--- config.mk ---
export PLATFORM = sky130hd
export DESIGN_NAME = loop_fault_isolation
export DESIGN_NICKNAME = d
export VERILOG_FILES = /design/src/hw/loop_fault_isolation_pkg.sv /design/src/hw/loop_fault_isolation.sv
export VERILOG_INCLUDE_DIRS = /design/src /design/src/hw
export SDC_FILE = /design/constraint.sdc
export NUM_CORES = 1
export LEC_CHECK = 0
export BUFFER_PORTS_ARGS = -buffer_cell sky130_fd_sc_hd__buf_4
export CAP_MARGIN = 20
export CORE_UTILIZATION = 65
export DETAILED_ROUTE_END_ITERATION = 16
export PLACE_DENSITY = 0.87
export SETUP_SLACK_MARGIN = 0.2
export SYNTH_ARGS = -nofsm -noshare
export SYNTH_HDL_FRONTEND = slang
export SYNTH_SLANG_ARGS = --single-unit
--- constraint.sdc ---
create_clock -name ref_clk -period 7 [get_ports ref_clk]
set_input_delay 0.35 -clock ref_clk [delete_from_list [all_inputs] [get_ports ref_clk]]
set_output_delay 0.35 -clock ref_clk [all_outputs]
set_load 0.02 [all_outputs]
--- src/hw/loop_fault_isolation_defines.svh ---
// Timing constants and reset values for the loop fault isolation block
`ifndef LOOP_FAULT_ISOLATION_DEFINES_SVH
`define LOOP_FAULT_ISOLATION_DEFINES_SVH

`define CLK_HZ 50000000
`define FAULT_TIMEOUT_S 7200
`define FAULT_TIMEOUT_CYC (64'(`FAULT_TIMEOUT_S) * 64'(`CLK_HZ))
`define DWELL_CYC_DEFAULT 50000000
`define LOSS_CYC_DEFAULT 150000000
`define STATUS_PERIOD_CYC_DEFAULT 50000000
`define SWITCH_CLOSED 1'b0
`define SWITCH_OPEN 1'b1

`endif

--- src/hw/loop_fault_isolation_pkg.sv ---
// Types for the loop fault isolation block
package loop_fault_isolation_pkg;
  typedef enum logic [1:0] {
    st_normal = 2'b00,
    st_open_a = 2'b01,
    st_open_b = 2'b10,
    st_disabled = 2'b11
  } iso_state_t;
endpackage

--- src/hw/loop_fault_isolation.sv ---
// Field node loop fault isolation: heartbeat watch, port switches, status pacing
`timescale 1ns/100ps
`include "loop_fault_isolation_defines.svh"

// Operation
// - Node sends status toward the controller while heartbeat circulates.
// - Two isolation switch outputs, one per loop port, never both open at once.
// - Losing the heartbeat starts isolation, only when isolation is enabled.
// - First step opens port A switch and listens on port B.
// - No heartbeat found: open the other port instead and listen there.
// - Alternate ports until heartbeat found or two hours since isolation start.
// - On timeout, disable isolation and close both switches.
// - Heartbeat received after timeout re-enables isolation.
// - Node next to a break keeps the facing switch open.
// - Cut-off nodes keep running locally; controller flags them offline.
// - Status sent repeatedly at a regular interval.
module loop_fault_isolation
  import loop_fault_isolation_pkg::*;
#(
  parameter logic [39:0] TIMEOUT_CYC = 40'(`FAULT_TIMEOUT_CYC),
  parameter logic [31:0] DWELL_CYC = 32'(`DWELL_CYC_DEFAULT),
  parameter logic [31:0] LOSS_CYC = 32'(`LOSS_CYC_DEFAULT),
  parameter logic [31:0] STATUS_PERIOD_CYC = 32'(`STATUS_PERIOD_CYC_DEFAULT)
) (
  input wire logic ref_clk,
  input wire logic rst_b,
  input wire logic clk_en,
  input wire logic hb_seen_a,
  input wire logic hb_seen_b,
  output logic switch_open_a,
  output logic switch_open_b,
  output logic status_send,
  output logic isolating,
  output logic isolation_enabled
);

  // ----------------------------------------------------------------
  // Helpers
  // ----------------------------------------------------------------
  // Terminal count test; a limit of zero wraps, so every limit must be above zero
  function automatic logic count_done(input logic [39:0] cnt, input logic [39:0] lim);
    count_done = (cnt >= lim - 40'h1);
  endfunction

  // True in either state that holds a port switch open
  function automatic logic in_isolation(input iso_state_t st);
    in_isolation = (st == st_open_a) || (st == st_open_b);
  endfunction

  // Switch level for one port, given the state that opens it
  function automatic logic switch_level(input iso_state_t st, input iso_state_t opener);
    switch_level = (st == opener) ? `SWITCH_OPEN : `SWITCH_CLOSED;
  endfunction

  // Port swap used by the alternation
  function automatic iso_state_t other_side(input iso_state_t st);
    other_side = (st == st_open_a) ? st_open_b : st_open_a;
  endfunction

  // ----------------------------------------------------------------
  // Input synchronisers
  // ----------------------------------------------------------------
  // Detect levels come from the line receivers, outside this clock domain;
  // nothing but the second stage of each pair is read below
  logic [1:0] sync_a;
  logic [1:0] sync_b;
  logic hb_a;
  logic hb_b;

  // Reset to idle low, so a dead line after reset still counts as loss
  always_ff @(posedge ref_clk or negedge rst_b) begin
    if (!rst_b) begin
      sync_a <= 2'h0;
    end else if (clk_en) begin
      sync_a <= {sync_a[0], hb_seen_a};
    end
  end

  always_ff @(posedge ref_clk or negedge rst_b) begin
    if (!rst_b) begin
      sync_b <= 2'h0;
    end else if (clk_en) begin
      sync_b <= {sync_b[0], hb_seen_b};
    end
  end

  assign hb_a = sync_a[1];
  assign hb_b = sync_b[1];

  // ----------------------------------------------------------------
  // Heartbeat loss watch
  // ----------------------------------------------------------------
  iso_state_t state;
  iso_state_t next_state;
  logic [31:0] loss_cnt;
  logic hb_any;
  logic hb_lost;
  logic loss_clear;

  // Either port will do while both switches are closed
  assign hb_any = hb_a | hb_b;
  // Loss needs LOSS_CYC quiet cycles, so short line glitches are ridden out
  assign hb_lost = count_done({8'h0, loss_cnt}, {8'h0, LOSS_CYC});
  // Counted only in normal operation; isolation has its own dwell and timeout
  assign loss_clear = hb_any || (state != st_normal);

  always_ff @(posedge ref_clk or negedge rst_b) begin
    if (!rst_b) begin
      loss_cnt <= 32'h0;
    end else if (clk_en) begin
      if (loss_clear) begin
        loss_cnt <= 32'h0;
      end else if (!hb_lost) begin
        loss_cnt <= loss_cnt + 32'h1;
      end
    end
  end

  // ----------------------------------------------------------------
  // Port listening
  // ----------------------------------------------------------------
  logic hb_listen;

  // An open switch leaves its own port deaf, so only the connected port counts
  always_comb begin
    unique case (state)
      st_open_a: hb_listen = hb_b;
      st_open_b: hb_listen = hb_a;
      st_normal, st_disabled: hb_listen = hb_any;
    endcase
  end

  // ----------------------------------------------------------------
  // Dwell and fault timeout
  // ----------------------------------------------------------------
  logic [31:0] dwell_cnt;
  logic [39:0] timeout_cnt;
  logic dwell_done;
  logic timed_out;
  logic dwell_clear;
  logic timeout_clear;

  assign dwell_done = count_done({8'h0, dwell_cnt}, {8'h0, DWELL_CYC});
  assign timed_out = count_done(timeout_cnt, TIMEOUT_CYC);
  // Dwell restarts on every port change and is cleared to zero while the heartbeat is heard
  assign dwell_clear = (next_state != state) || hb_listen || !in_isolation(state);
  assign timeout_clear = !in_isolation(state);

  // A dwell shorter than the heartbeat repeat time makes the node swap needlessly
  always_ff @(posedge ref_clk or negedge rst_b) begin
    if (!rst_b) begin
      dwell_cnt <= 32'h0;
    end else if (clk_en) begin
      if (dwell_clear) begin
        dwell_cnt <= 32'h0;
      end else begin
        dwell_cnt <= dwell_cnt + 32'h1;
      end
    end
  end

  // Timeout runs from the start of isolation, not from each port change;
  // forty bits hold two hours at the default clock with room to spare
  always_ff @(posedge ref_clk or negedge rst_b) begin
    if (!rst_b) begin
      timeout_cnt <= 40'h0;
    end else if (clk_en) begin
      if (timeout_clear) begin
        timeout_cnt <= 40'h0;
      end else if (!timed_out) begin
        timeout_cnt <= timeout_cnt + 40'h1;
      end
    end
  end

  // ----------------------------------------------------------------
  // Isolation state machine
  // ----------------------------------------------------------------
  // Sequence:
  //   normal   - both switches closed, watching both ports
  //   open_a   - port A cut off, listening on port B for one dwell
  //   open_b   - port B cut off, listening on port A for one dwell
  //   disabled - timeout spent; both closed until any heartbeat returns
  // A heartbeat on the listened port parks the node in its current state,
  // which keeps the break-facing switch open next to a wiring fault.
  // Leaving isolation therefore takes the timeout or a reset.
  // Closing both switches on timeout makes a healed loop usable at once.
  always_comb begin
    next_state = state;
    unique case (state)
      st_normal: begin
        if (hb_lost) begin
          next_state = st_open_a;
        end
      end
      st_open_a, st_open_b: begin
        if (hb_listen) begin
          next_state = state;
        end else if (timed_out) begin
          next_state = st_disabled;
        end else if (dwell_done) begin
          next_state = other_side(state);
        end
      end
      st_disabled: begin
        if (hb_any) begin
          next_state = st_normal;
        end
      end
    endcase
  end

  always_ff @(posedge ref_clk or negedge rst_b) begin
    if (!rst_b) begin
      state <= st_normal;
    end else if (clk_en) begin
      state <= next_state;
    end
  end

  // ----------------------------------------------------------------
  // Outputs
  // ----------------------------------------------------------------
  logic next_switch_open_a;
  logic next_switch_open_b;
  logic next_isolating;
  logic next_isolation_enabled;

  // Taken from next_state so the pins move on the same edge as the state
  assign next_switch_open_a = switch_level(next_state, st_open_a);
  assign next_switch_open_b = switch_level(next_state, st_open_b);
  assign next_isolating = in_isolation(next_state);
  assign next_isolation_enabled = (next_state != st_disabled);

  // Reset leaves both switches closed and isolation armed
  always_ff @(posedge ref_clk or negedge rst_b) begin
    if (!rst_b) begin
      switch_open_a <= `SWITCH_CLOSED;
    end else if (clk_en) begin
      switch_open_a <= next_switch_open_a;
    end
  end

  always_ff @(posedge ref_clk or negedge rst_b) begin
    if (!rst_b) begin
      switch_open_b <= `SWITCH_CLOSED;
    end else if (clk_en) begin
      switch_open_b <= next_switch_open_b;
    end
  end

  always_ff @(posedge ref_clk or negedge rst_b) begin
    if (!rst_b) begin
      isolating <= 1'b0;
    end else if (clk_en) begin
      isolating <= next_isolating;
    end
  end

  always_ff @(posedge ref_clk or negedge rst_b) begin
    if (!rst_b) begin
      isolation_enabled <= 1'b1;
    end else if (clk_en) begin
      isolation_enabled <= next_isolation_enabled;
    end
  end

  // ----------------------------------------------------------------
  // Status pacing
  // ----------------------------------------------------------------
  // Runs regardless of loop state so cut-off nodes keep working locally
  logic [31:0] status_cnt;
  logic status_due;

  assign status_due = count_done({8'h0, status_cnt}, {8'h0, STATUS_PERIOD_CYC});

  // Period counts from reset, not from loop recovery
  always_ff @(posedge ref_clk or negedge rst_b) begin
    if (!rst_b) begin
      status_cnt <= 32'h0;
    end else if (clk_en) begin
      if (status_due) begin
        status_cnt <= 32'h0;
      end else begin
        status_cnt <= status_cnt + 32'h1;
      end
    end
  end

  // One-cycle strobe to the status transmitter, never suppressed
  always_ff @(posedge ref_clk or negedge rst_b) begin
    if (!rst_b) begin
      status_send <= 1'b0;
    end else if (clk_en) begin
      status_send <= status_due;
    end
  end

endmodule

Word-level counts from Yosys, hierarchy flattened. Index checks and enable logic that the tools add are counted.

Multiply operators: 0. Mux-type cells: 16. Shift-type cells: 0. Reductions and logical operators: 12. Equality and inequality tests: 9. Div/mod/pow operators: 0. Bitwise gates (word level): 1. Order comparisons: 4. Add/sub/neg operators: 4.

Operators with widths (count): $mux 32 (4); $add 32x1->32 const B (3); $mux 40 (2); $ge 32x26->1 const B (2); $add 40x1->40 const B (1); $ge 40x39->1 const B (1); $ge 32x28->1 const B (1); $mux 2 (6); $eq 2x2->1 const B (3); $pmux 2 s3 (1); $logic_or 1x1->1 (5); $eq 2x1->1 const B (2); $ne 2x2->1 const B (2); $reduce_and 2->1 (2); $reduce_or 2->1 (2); $pmux 1 s3 (1); $logic_not 2->1 (1); $mux 1 (2); $ne 2x1->1 const B (1); $ne 2x2->1 (1); $reduce_bool 2->1 (1); $logic_not 1->1 (1); $or 1x1->1 (1).

Memories kept: 0. Memory bits (writable): 0. Bits in latches: 0. Bits in read-only memories: 0. Register bits after elaboration: 147.

Longest topological paths before layout. Gate-level depths: netlist of the first run.

Word-level depth: 10. Depth in mapped cells: 12.

Worst setup path before layout of the first run. Ideal clock, no wire load.

Kind: reg-to-reg. From: reg dwell_cnt[10]. To: reg isolating. Setup slack: 4.108 ns. Setup time: 0.125 ns. Clock period less this slack: 2.892 ns. Data arrival time: 2.767 ns. Stages on the path, launching flop included: 10. Path buffers: 0. Cell sequence: dfrtp_1 or4_1 o311a_1 or2_2 nand3_1 o21ai_0 o31ai_1 a22o_1 ha_1 mux2_2.

Word-level cells in the longest chain between the ends: 7. Elaborated cells on any way between the ends: 8.

Ends and longest elaborated chain: from (decl) (line loop_fault_isolation.sv:136) `logic [31:0] dwell_cnt;`; from (signal assigned) (line loop_fault_isolation.sv:157) `dwell_cnt <= dwell_cnt + 32'h1;`; $ge 32x26->1 * (line loop_fault_isolation.sv:42) `count_done = (cnt >= lim - 40'h1);`; $mux 2 * (line loop_fault_isolation.sv:201) `end else if (dwell_done) begin`; $mux 2 * (line loop_fault_isolation.sv:199) `end else if (timed_out) begin`; $mux 2 * (line loop_fault_isolation.sv:197) `if (hb_listen) begin`; $pmux 2 s3 * (line loop_fault_isolation.sv:190) `unique case (state)`; named net next_state[0] (line loop_fault_isolation.sv:94) `iso_state_t next_state;`; $eq 2x1->1 or $eq 2x2->1 (tied branches) (line loop_fault_isolation.sv:47) `in_isolation = (st == st_open_a) || (st == st_open_b);`; $logic_or 1x1->1 * (line loop_fault_isolation.sv:47); named net next_isolating (line loop_fault_isolation.sv:226) `logic next_isolating;`; to (signal assigned) (line loop_fault_isolation.sv:256) `isolating <= next_isolating;`; to (decl) (line loop_fault_isolation.sv:33) `output logic isolating,`.

The timed path passes the listed nets; every way through them passes the cells marked *. A chain may end at the register's enable or synchronous reset.

Final worst setup path of the first run.
From: reg state[0]. To: reg dwell_cnt[13].

Word-level cells in the longest chain between the ends: 10. Elaborated cells on any way between the ends: 20.

Ends and longest elaborated chain: from (decl) (line loop_fault_isolation.sv:93) `iso_state_t state;`; from (signal assigned) (line loop_fault_isolation.sv:215) `state <= st_normal;`; from (signal assigned) (line loop_fault_isolation.sv:217) `state <= next_state;`; $eq 2x1->1; $mux 2 (line loop_fault_isolation.sv:57) `other_side = (st == st_open_a) ? st_open_b : st_open_a;`; $mux 2 (line loop_fault_isolation.sv:201); $mux 2 (line loop_fault_isolation.sv:199); $mux 2 (line loop_fault_isolation.sv:197); $pmux 2 s3 (line loop_fault_isolation.sv:190); $ne 2x2->1 (line loop_fault_isolation.sv:146) `assign dwell_clear = (next_state != state) || hb_listen || !in_isolation(state);`; $logic_or 1x1->1 (line loop_fault_isolation.sv:146); $logic_or 1x1->1 * (line loop_fault_isolation.sv:146); $mux 32 * (line loop_fault_isolation.sv:154) `if (dwell_clear) begin`.

Mark *: on every way between the ends. The rest lies on a longest branch, timed or not.

==> results of run 1 <==
==> layout by cell type, fill, tap and decap left out, types with 9 or more instances in the layout <==
cell type  count
xor2_1        62
a21oi_1       18
ha_1          12
nand3_1       46
nor4_1         9
nand2_1       81
buf_4         11
nand4_1       27
nor2b_1       11
o21ai_0       30
dfrtp_1      146
and3_1        22
xnor2_1       38
inv_1         17
nor2_1       126
nor3_1        21
or3_1         10
clkbuf_16     17
nor2_4        20
==> synthesized netlist by cell type, drive strengths merged, types with 7 or more instances <==
library cell | instances | area, um^2
ha | 12 | 150.1
o21ai | 30 | 150.1
nor3 | 21 | 105.1
and4 | 8 | 70.07
xnor2 | 38 | 332.8
nand4 | 28 | 181.4
nand3 | 46 | 230.2
dfrtp | 146 | 3654
inv | 17 | 63.81
a21oi | 19 | 95.09
nor4 | 11 | 81.32
nor2 | 147 | 701.9
or4 | 7 | 52.55
nor2b | 11 | 68.82
clkbuf | 15 | 56.30
and2 | 9 | 58.81
and3 | 23 | 148.9
xor2 | 62 | 543.0
mux2 | 7 | 78.83
nand2 | 82 | 310.3
or3 | 10 | 62.56
==> layout make-up <==
type,instances,area share (%)
clock buffer,26,5.724
clock inverter,6,0.9369
inverter,17,0.7466
multi-input combinational,634,46.23
sequential,147,43.05
tap,143,2.093
timing repair buffer,13,1.215
==> power by group through the flow <==
| stage | clock (mW) | sequential, mW | combinational (mW) |
|---|---|---|---|
| after floorplan | 0 | 0.964 | 0.373 |
| after global placement | 0 | 0.961 | 0.446 |
| after detailed placement | 0 | 0.966 | 0.474 |
| after CTS | 0.891 | 0.953 | 0.482 |
| after global routing | 0.925 | 0.960 | 0.529 |
| final | 0.882 | 0.956 | 0.484 |
==> layer usage <==
metal / wire (um) / part of all wire (%)
met1: 6989 / 42
met2: 8616 / 52
met3: 659 / 4.0
met4: 308 / 1.9
met5: 0 / 0
==> logic make-up after synthesis <==
group / Yosys count / synth area share (%)
compound gates: 93 / 7.946
simple gates: 421 / 28.29
buf+inv: 38 / 2.371
xor+xnor: 100 / 11.21
fa+ha+maj: 12 / 1.922
flops: 147 / 47.12
mux: 8 / 1.138
==> what timing repair did <==
item,in CTS,in global routing
hold buffers,1,0
resized for setup,0,0
endpoints found under the hold margin,72,0
buffers inserted,0,0
==> flip-flops by register name (all words and copies together), names as in the netlist <==
name               cells
isolation_enabled      1
status_send            1
dwell_cnt             32
isolating              1
loss_cnt              32
status_cnt            32
sync_b                 2
timeout_cnt           40
switch_open_a          1
switch_open_b          1
sync_a                 2
state                  2
==> path summary, 6_finish.rpt <==
path / from / to
max in group asynchronous: rst_b / status_cnt[4]$_DFFE_PN0P_
setup reg to reg: state[0]$_DFFE_PN0P_ / dwell_cnt[13]$_DFFE_PN0P_
min in group asynchronous: rst_b / loss_cnt[17]$_DFFE_PN0P_
hold / removal: hb_seen_b / sync_b[0]$_DFFE_PN0P_
setup / recovery: state[0]$_DFFE_PN0P_ / dwell_cnt[13]$_DFFE_PN0P_
hold reg to reg: loss_cnt[30]$_DFFE_PN0P_ / loss_cnt[30]$_DFFE_PN0P_
==> through the flow <==
stage,cell area (um^2),hold WS (ns),worst slack [ns]
6_report,8547,0.1610,3.473
5_1_grt,8547,0.1624,3.263
4_1_cts,8547,0.1499,3.501
3_5_place_dp,7968,0.4172,3.535
3_3_place_gp,7968,0.4003,3.661
2_1_floorplan,7810,0.05441,4.108
==> critical path, delay by kind of cell, from the launching register on <==
kind / cells / cell delay (ns)
fa+ha+maj: 1 / 0.54
buf+inv: 1 / 0.18
flops: 1 / 0.50
compound gates: 2 / 0.30
simple gates: 5 / 1.85
==> metrics.txt, run 1 <==
outcome=finished clean; final hold viol count=0; DRC Markers=0; Pwr Total=2.322 mW; max cap viols=0; utilization after layout=73.90%; CP endpoint kind=flip-flop; Layout area overhead=9.436%; Synth Area per Inst=9.536 um^2; placed insts=953; DR vias/cell=6.136; sequential area share after synthesis=47.12%; Tightest Hold Check Type=in2reg; Critical Path Max Stage Delay=0.60 ns; CP Max Fanout=28; fin. max-slew vios=0; initial DRC count=436; internal power=1.603 mW; critical path class=reg2reg; FF+latch count, synth=147; Sw Ratio=30.94%; met1 Use GR=34.38%; grt met3 use=6.532%; register area=3680 um^2; fin crit share=50.38%; CTS max path bufs=2; routed vias=6050; drt first pass iters=5; antenna violations before repair=0; Worst path slowest cell=or4_1; PD cells=271.6 nW/um^2; Layout Cells excl Fill=986; # H-tree levels=4; Setup Skew=0.008394 ns; CTS buffer count=17; Max-slew headroom=38.87%; CTS root buf=clkbuf_16; Tot GR Track Use=28.46%; ys flop type=dfrtp_1; Synthesized Nets=836; Synthesis Warnings=0; PortBufs=9; clock share of power=38.0%; final wirelength=16.57 mm; ratio of cells with drive above 1 in the final layout=9.727%; IO Count=10; fill cell count=783; Nets=847; Worst EP required=7.27 ns; P_sw=718.2 uW; post-synth design cell area=7810 um^2; clk_lat worst skew=0.43 ns; Synth Instances=819; LEAKAGE=3.734 nW; R2R Setup Slk=3.47 ns; global-route wire length before repair=28.15 mm; Multi-input gate area=3951 um^2; FP Rows=39; sum of negative setup slack=0 ns; Die Width=111.6 um; vias in the first global route=6101; Cell variety after synth=64; R2R cell count=9; GR Overflow Total=0; RSZ-0062 raised after global routing=no; Final min period=3.527 ns; clk slew on worst S/H paths=0.06 ns; Setup violations, final=0; CTS tree=done; GR peak layer=met2; number of synthesized flops with an enable pin=0; Routed Antenna Nets=0; Worst-Margin Slew=0.9169 ns; Die Span Y=111.6 um; Initial Util=67.53%; Final HPWL DP=10.54 mm; GP Congestion=0.8647; CP startpoint kind=flip-flop; FFs w/ async S/R, synth=100.0%; clk sink count=147; largest net degree at the start of global routing=75; average wire per standard cell=16.81 um; n_diodes=0; Arrival @ worst endpoint=3.80 ns; hold path depth=2; Peak VDD IR=0.0002506 V; GR Util met2=49.46%; crit-path cells=inv_1, ha_1, or4_1, or3_1, o22a_1, a21oi_1, nand4b_2, and2_4, nor3_1; core area=11560 um^2; maximum clock frequency=283.6 MHz; Combinational Power Share=20.9%; Die ar.=12460 um^2; Seq pwr share=41.2%
Power figures use the tool's default switching activity.
==> run 2: changes to the inputs <==
--- a/config.mk
+++ b/config.mk
@@ -8,9 +8,9 @@
 export LEC_CHECK = 0
 export BUFFER_PORTS_ARGS = -buffer_cell sky130_fd_sc_hd__buf_4
 export CAP_MARGIN = 20
-export CORE_UTILIZATION = 65
+export CORE_UTILIZATION = 63
 export DETAILED_ROUTE_END_ITERATION = 16
-export PLACE_DENSITY = 0.87
+export PLACE_DENSITY = 0.85
 export SETUP_SLACK_MARGIN = 0.2
 export SYNTH_ARGS = -nofsm -noshare
 export SYNTH_HDL_FRONTEND = slang
==> constraint.sdc (replaced) <==
create_clock -name ref_clk -period 3.6 [get_ports ref_clk]
set_input_delay 0.18 -clock ref_clk [delete_from_list [all_inputs] [get_ports ref_clk]]
set_output_delay 0.18 -clock ref_clk [all_outputs]
set_load 0.02 [all_outputs]
==> run 2 against run 1 <==
  * Via count decreased by 0.28%
  * Sequential cell count unchanged
  * Worst hold slack got worse by 0.0098 ns
  * Power increased by 110%
  * Worst setup slack got worse by 3.0 ns
  * Sequential share of layout area decreased by 1.0 points
  * Core utilization decreased by 1.3 points
  * Final cell count increased by 3.5%
  * Clock skew about the same
  * First-iteration DRC count decreased by 6.0%
  * Non-clock buffer count increased by 10
==> metrics.txt, run 2 (synthesis results as in run 1) <==
Arrival @ worst endpoint=3.47 ns (-0.33 ns); DR vias/cell=5.909 (-3.7%); DP Area=8049 um^2 (+1.0%); CTS root buf=clkbuf_16; final hold viol count=0 (unchanged); PortBufs=9 (unchanged); PD cells=549.0 nW/um^2 (+100%); drt first pass iters=5 (unchanged); fin. max-slew vios=0 (unchanged); Pwr Total=4.807 mW (+110%); CP startpoint kind=flip-flop; worst slack, placed=0.4146 ns (-3.120 ns); initial DRC count=410 (-6.0%); crit-path cells=or4_1, o311a_1, or2_2, nand3_1, o21ai_0, o31ai_1, a22o_1, ha_1, mux2_2; Largest register FFs=40 (unchanged); CTS buffer count=17 (unchanged); Worst EP required=3.91 ns (-3.36 ns); average wire per standard cell=15.84 um (-5.8%); Peak VDD IR=0.0004755 V (+90%); GR Overflow Total=0 (unchanged); final wirelength=16.17 mm (-2.4%); sum of negative setup slack=0 ns (unchanged); Worst path slowest cell=or4_1; RSZ-0062 raised after global routing=no; GP Congestion=0.9149 (+5.8%); CP endpoint kind=flip-flop; design area=8756 um^2 (+2.4%); ratio of cells with drive above 1 in the final layout=11.14% (+1.4 points); Routed Antenna Nets=0 (unchanged); clk sink count=147 (unchanged); CP Max Fanout=6 (-79%); Final min period=3.159 ns (-0.3676 ns); DRC Markers=0 (unchanged); clk slew on worst S/H paths=0.06 ns (about the same); Most flops, register=timeout_cnt; Die Span Y=113.3 um (+1.5%); CTS max path bufs=2 (unchanged); fin worst setup slack=0.4409 ns (-3.032 ns); largest net degree at the start of global routing=99 (+32%); routed vias=6033 (-0.28%); # H-tree levels=4 (unchanged); n_diodes=0 (unchanged); outcome=finished clean; fill cell count=861 (+10%); Final HPWL DP=10.55 mm (+0.12%); Max-slew headroom=41.36% (+2.5 points); IO Count=10 (unchanged); FP Rows=40 (+2.6%); Tot GR Track Use=27.16% (-1.3 points); Initial Util=64.75% (-2.8 points); global-route wire length before repair=27.41 mm (-2.6%); clk_lat worst skew=0.43 ns (about the same); vias in the first global route=5845 (-4.2%); Critical Path Max Stage Delay=0.54 ns (-0.06 ns); worst hold margin=0.1513 ns (-0.009757 ns); Worst-Margin Slew=0.8796 ns (-0.03733 ns); most common cell after layout, fill and taps aside=dfrtp_1; Die ar.=12850 um^2 (+3.1%); most frequent cells in the layout=dfrtp_1 (146), nor2_1 (126), nand2_1 (81); maximum clock frequency=316.5 MHz (+12%); Tightest Hold Check Type=in2reg; core area=12060 um^2 (+4.3%); CTS resizes=0 (unchanged); Die Width=113.3 um (+1.5%); antenna violations before repair=0 (unchanged); max cap viols=0 (unchanged); fin crit share=87.75% (+37 points); critical path class=reg2reg; Setup violations, final=0 (unchanged); LEAKAGE=3.820 nW (+2.3%); Nets=857 (+1.2%); Setup Skew=0.008580 ns (+0.0001860 ns); CTS tree=done; Layout area overhead=12.11%
==> run 2: cell count changes in the layout (fill, tap and decap cells not counted), sizes merged <==
cell         previous run  this run
buf                    12        20
bufinv                  2         4
clkbuf                 26        19
clkinvlp                0         1
dlygate4sd3             1         3
inv                    17        21
==> run 2: worst paths after layout <==
kind                                           start                             to  slack [ns]  cells after the start
max                        dwell_cnt[10]$_DFFE_PN0P_          isolating$_DFFE_PN0P_        0.44                      9
min                                           clk_en       dwell_cnt[1]$_DFFE_PN0P_        0.15                      3
max reg2reg                dwell_cnt[10]$_DFFE_PN0P_          isolating$_DFFE_PN0P_        0.44                      9
min reg2reg                 loss_cnt[28]$_DFFE_PN0P_       loss_cnt[28]$_DFFE_PN0P_        0.50                      1
max in group asynchronous                      rst_b  isolation_enabled$_DFFE_PN1P_        2.25                      3
min in group asynchronous                      rst_b       loss_cnt[19]$_DFFE_PN0P_        0.41                      2
==> run 2: worst max-delay path, delay by kind of cell, from the launching register on <==
| kind | cells | cell delay (ns) |
|---|---|---|
| mux | 1 | 0.26 |
| compound gates | 4 | 1.18 |
| fa+ha+maj | 1 | 0.23 |
| flops | 1 | 0.41 |
| simple gates | 3 | 0.96 |
==> run 2: what timing repair did <==
action,in CTS,in global routing
buffers inserted,0,3
hold buffers,3,0
setup endpoints to repair,0,12
endpoints found under the hold margin,98,0
==> run 2: routing by layer <==
metal	GRT usage [%]	vias to the layer above	share of wire, %
li1	-	2884	-
met1	34.10	2959	43
met2	45.48	159	50
met3	7.659	31	4.5
met4	8.947	0	1.7
met5	0	-	0
==> run 2: through the flow <==
step                      std cells  util, %
after floorplan                 819        -
after global placement          983    66.73
after detailed placement        983    66.73
after CTS                      1018    72.30
after global routing           1021    72.59
final                          1021    72.59
==> run 2: power by group <==
group / internal (mW) / switching [mW] / total, mW
Sequential: 1.75 / 0.106 / 1.85
Clock: 1.19 / 0.723 / 1.92
Combinational: 0.376 / 0.661 / 1.04
==> run 2: area by class of cell <==
cell class | instances | area, um^2 | share of cell area, %
Clock buffer | 19 | 442.9 | 5.059
Multi-Input combinational cell | 634 | 3951 | 45.13
Inverter | 17 | 63.81 | 0.7288
Timing Repair Buffer | 23 | 209.0 | 2.386
Tap cell | 168 | 210.2 | 2.401
Clock inverter | 13 | 198.9 | 2.272
Sequential cell | 147 | 3680 | 42.03
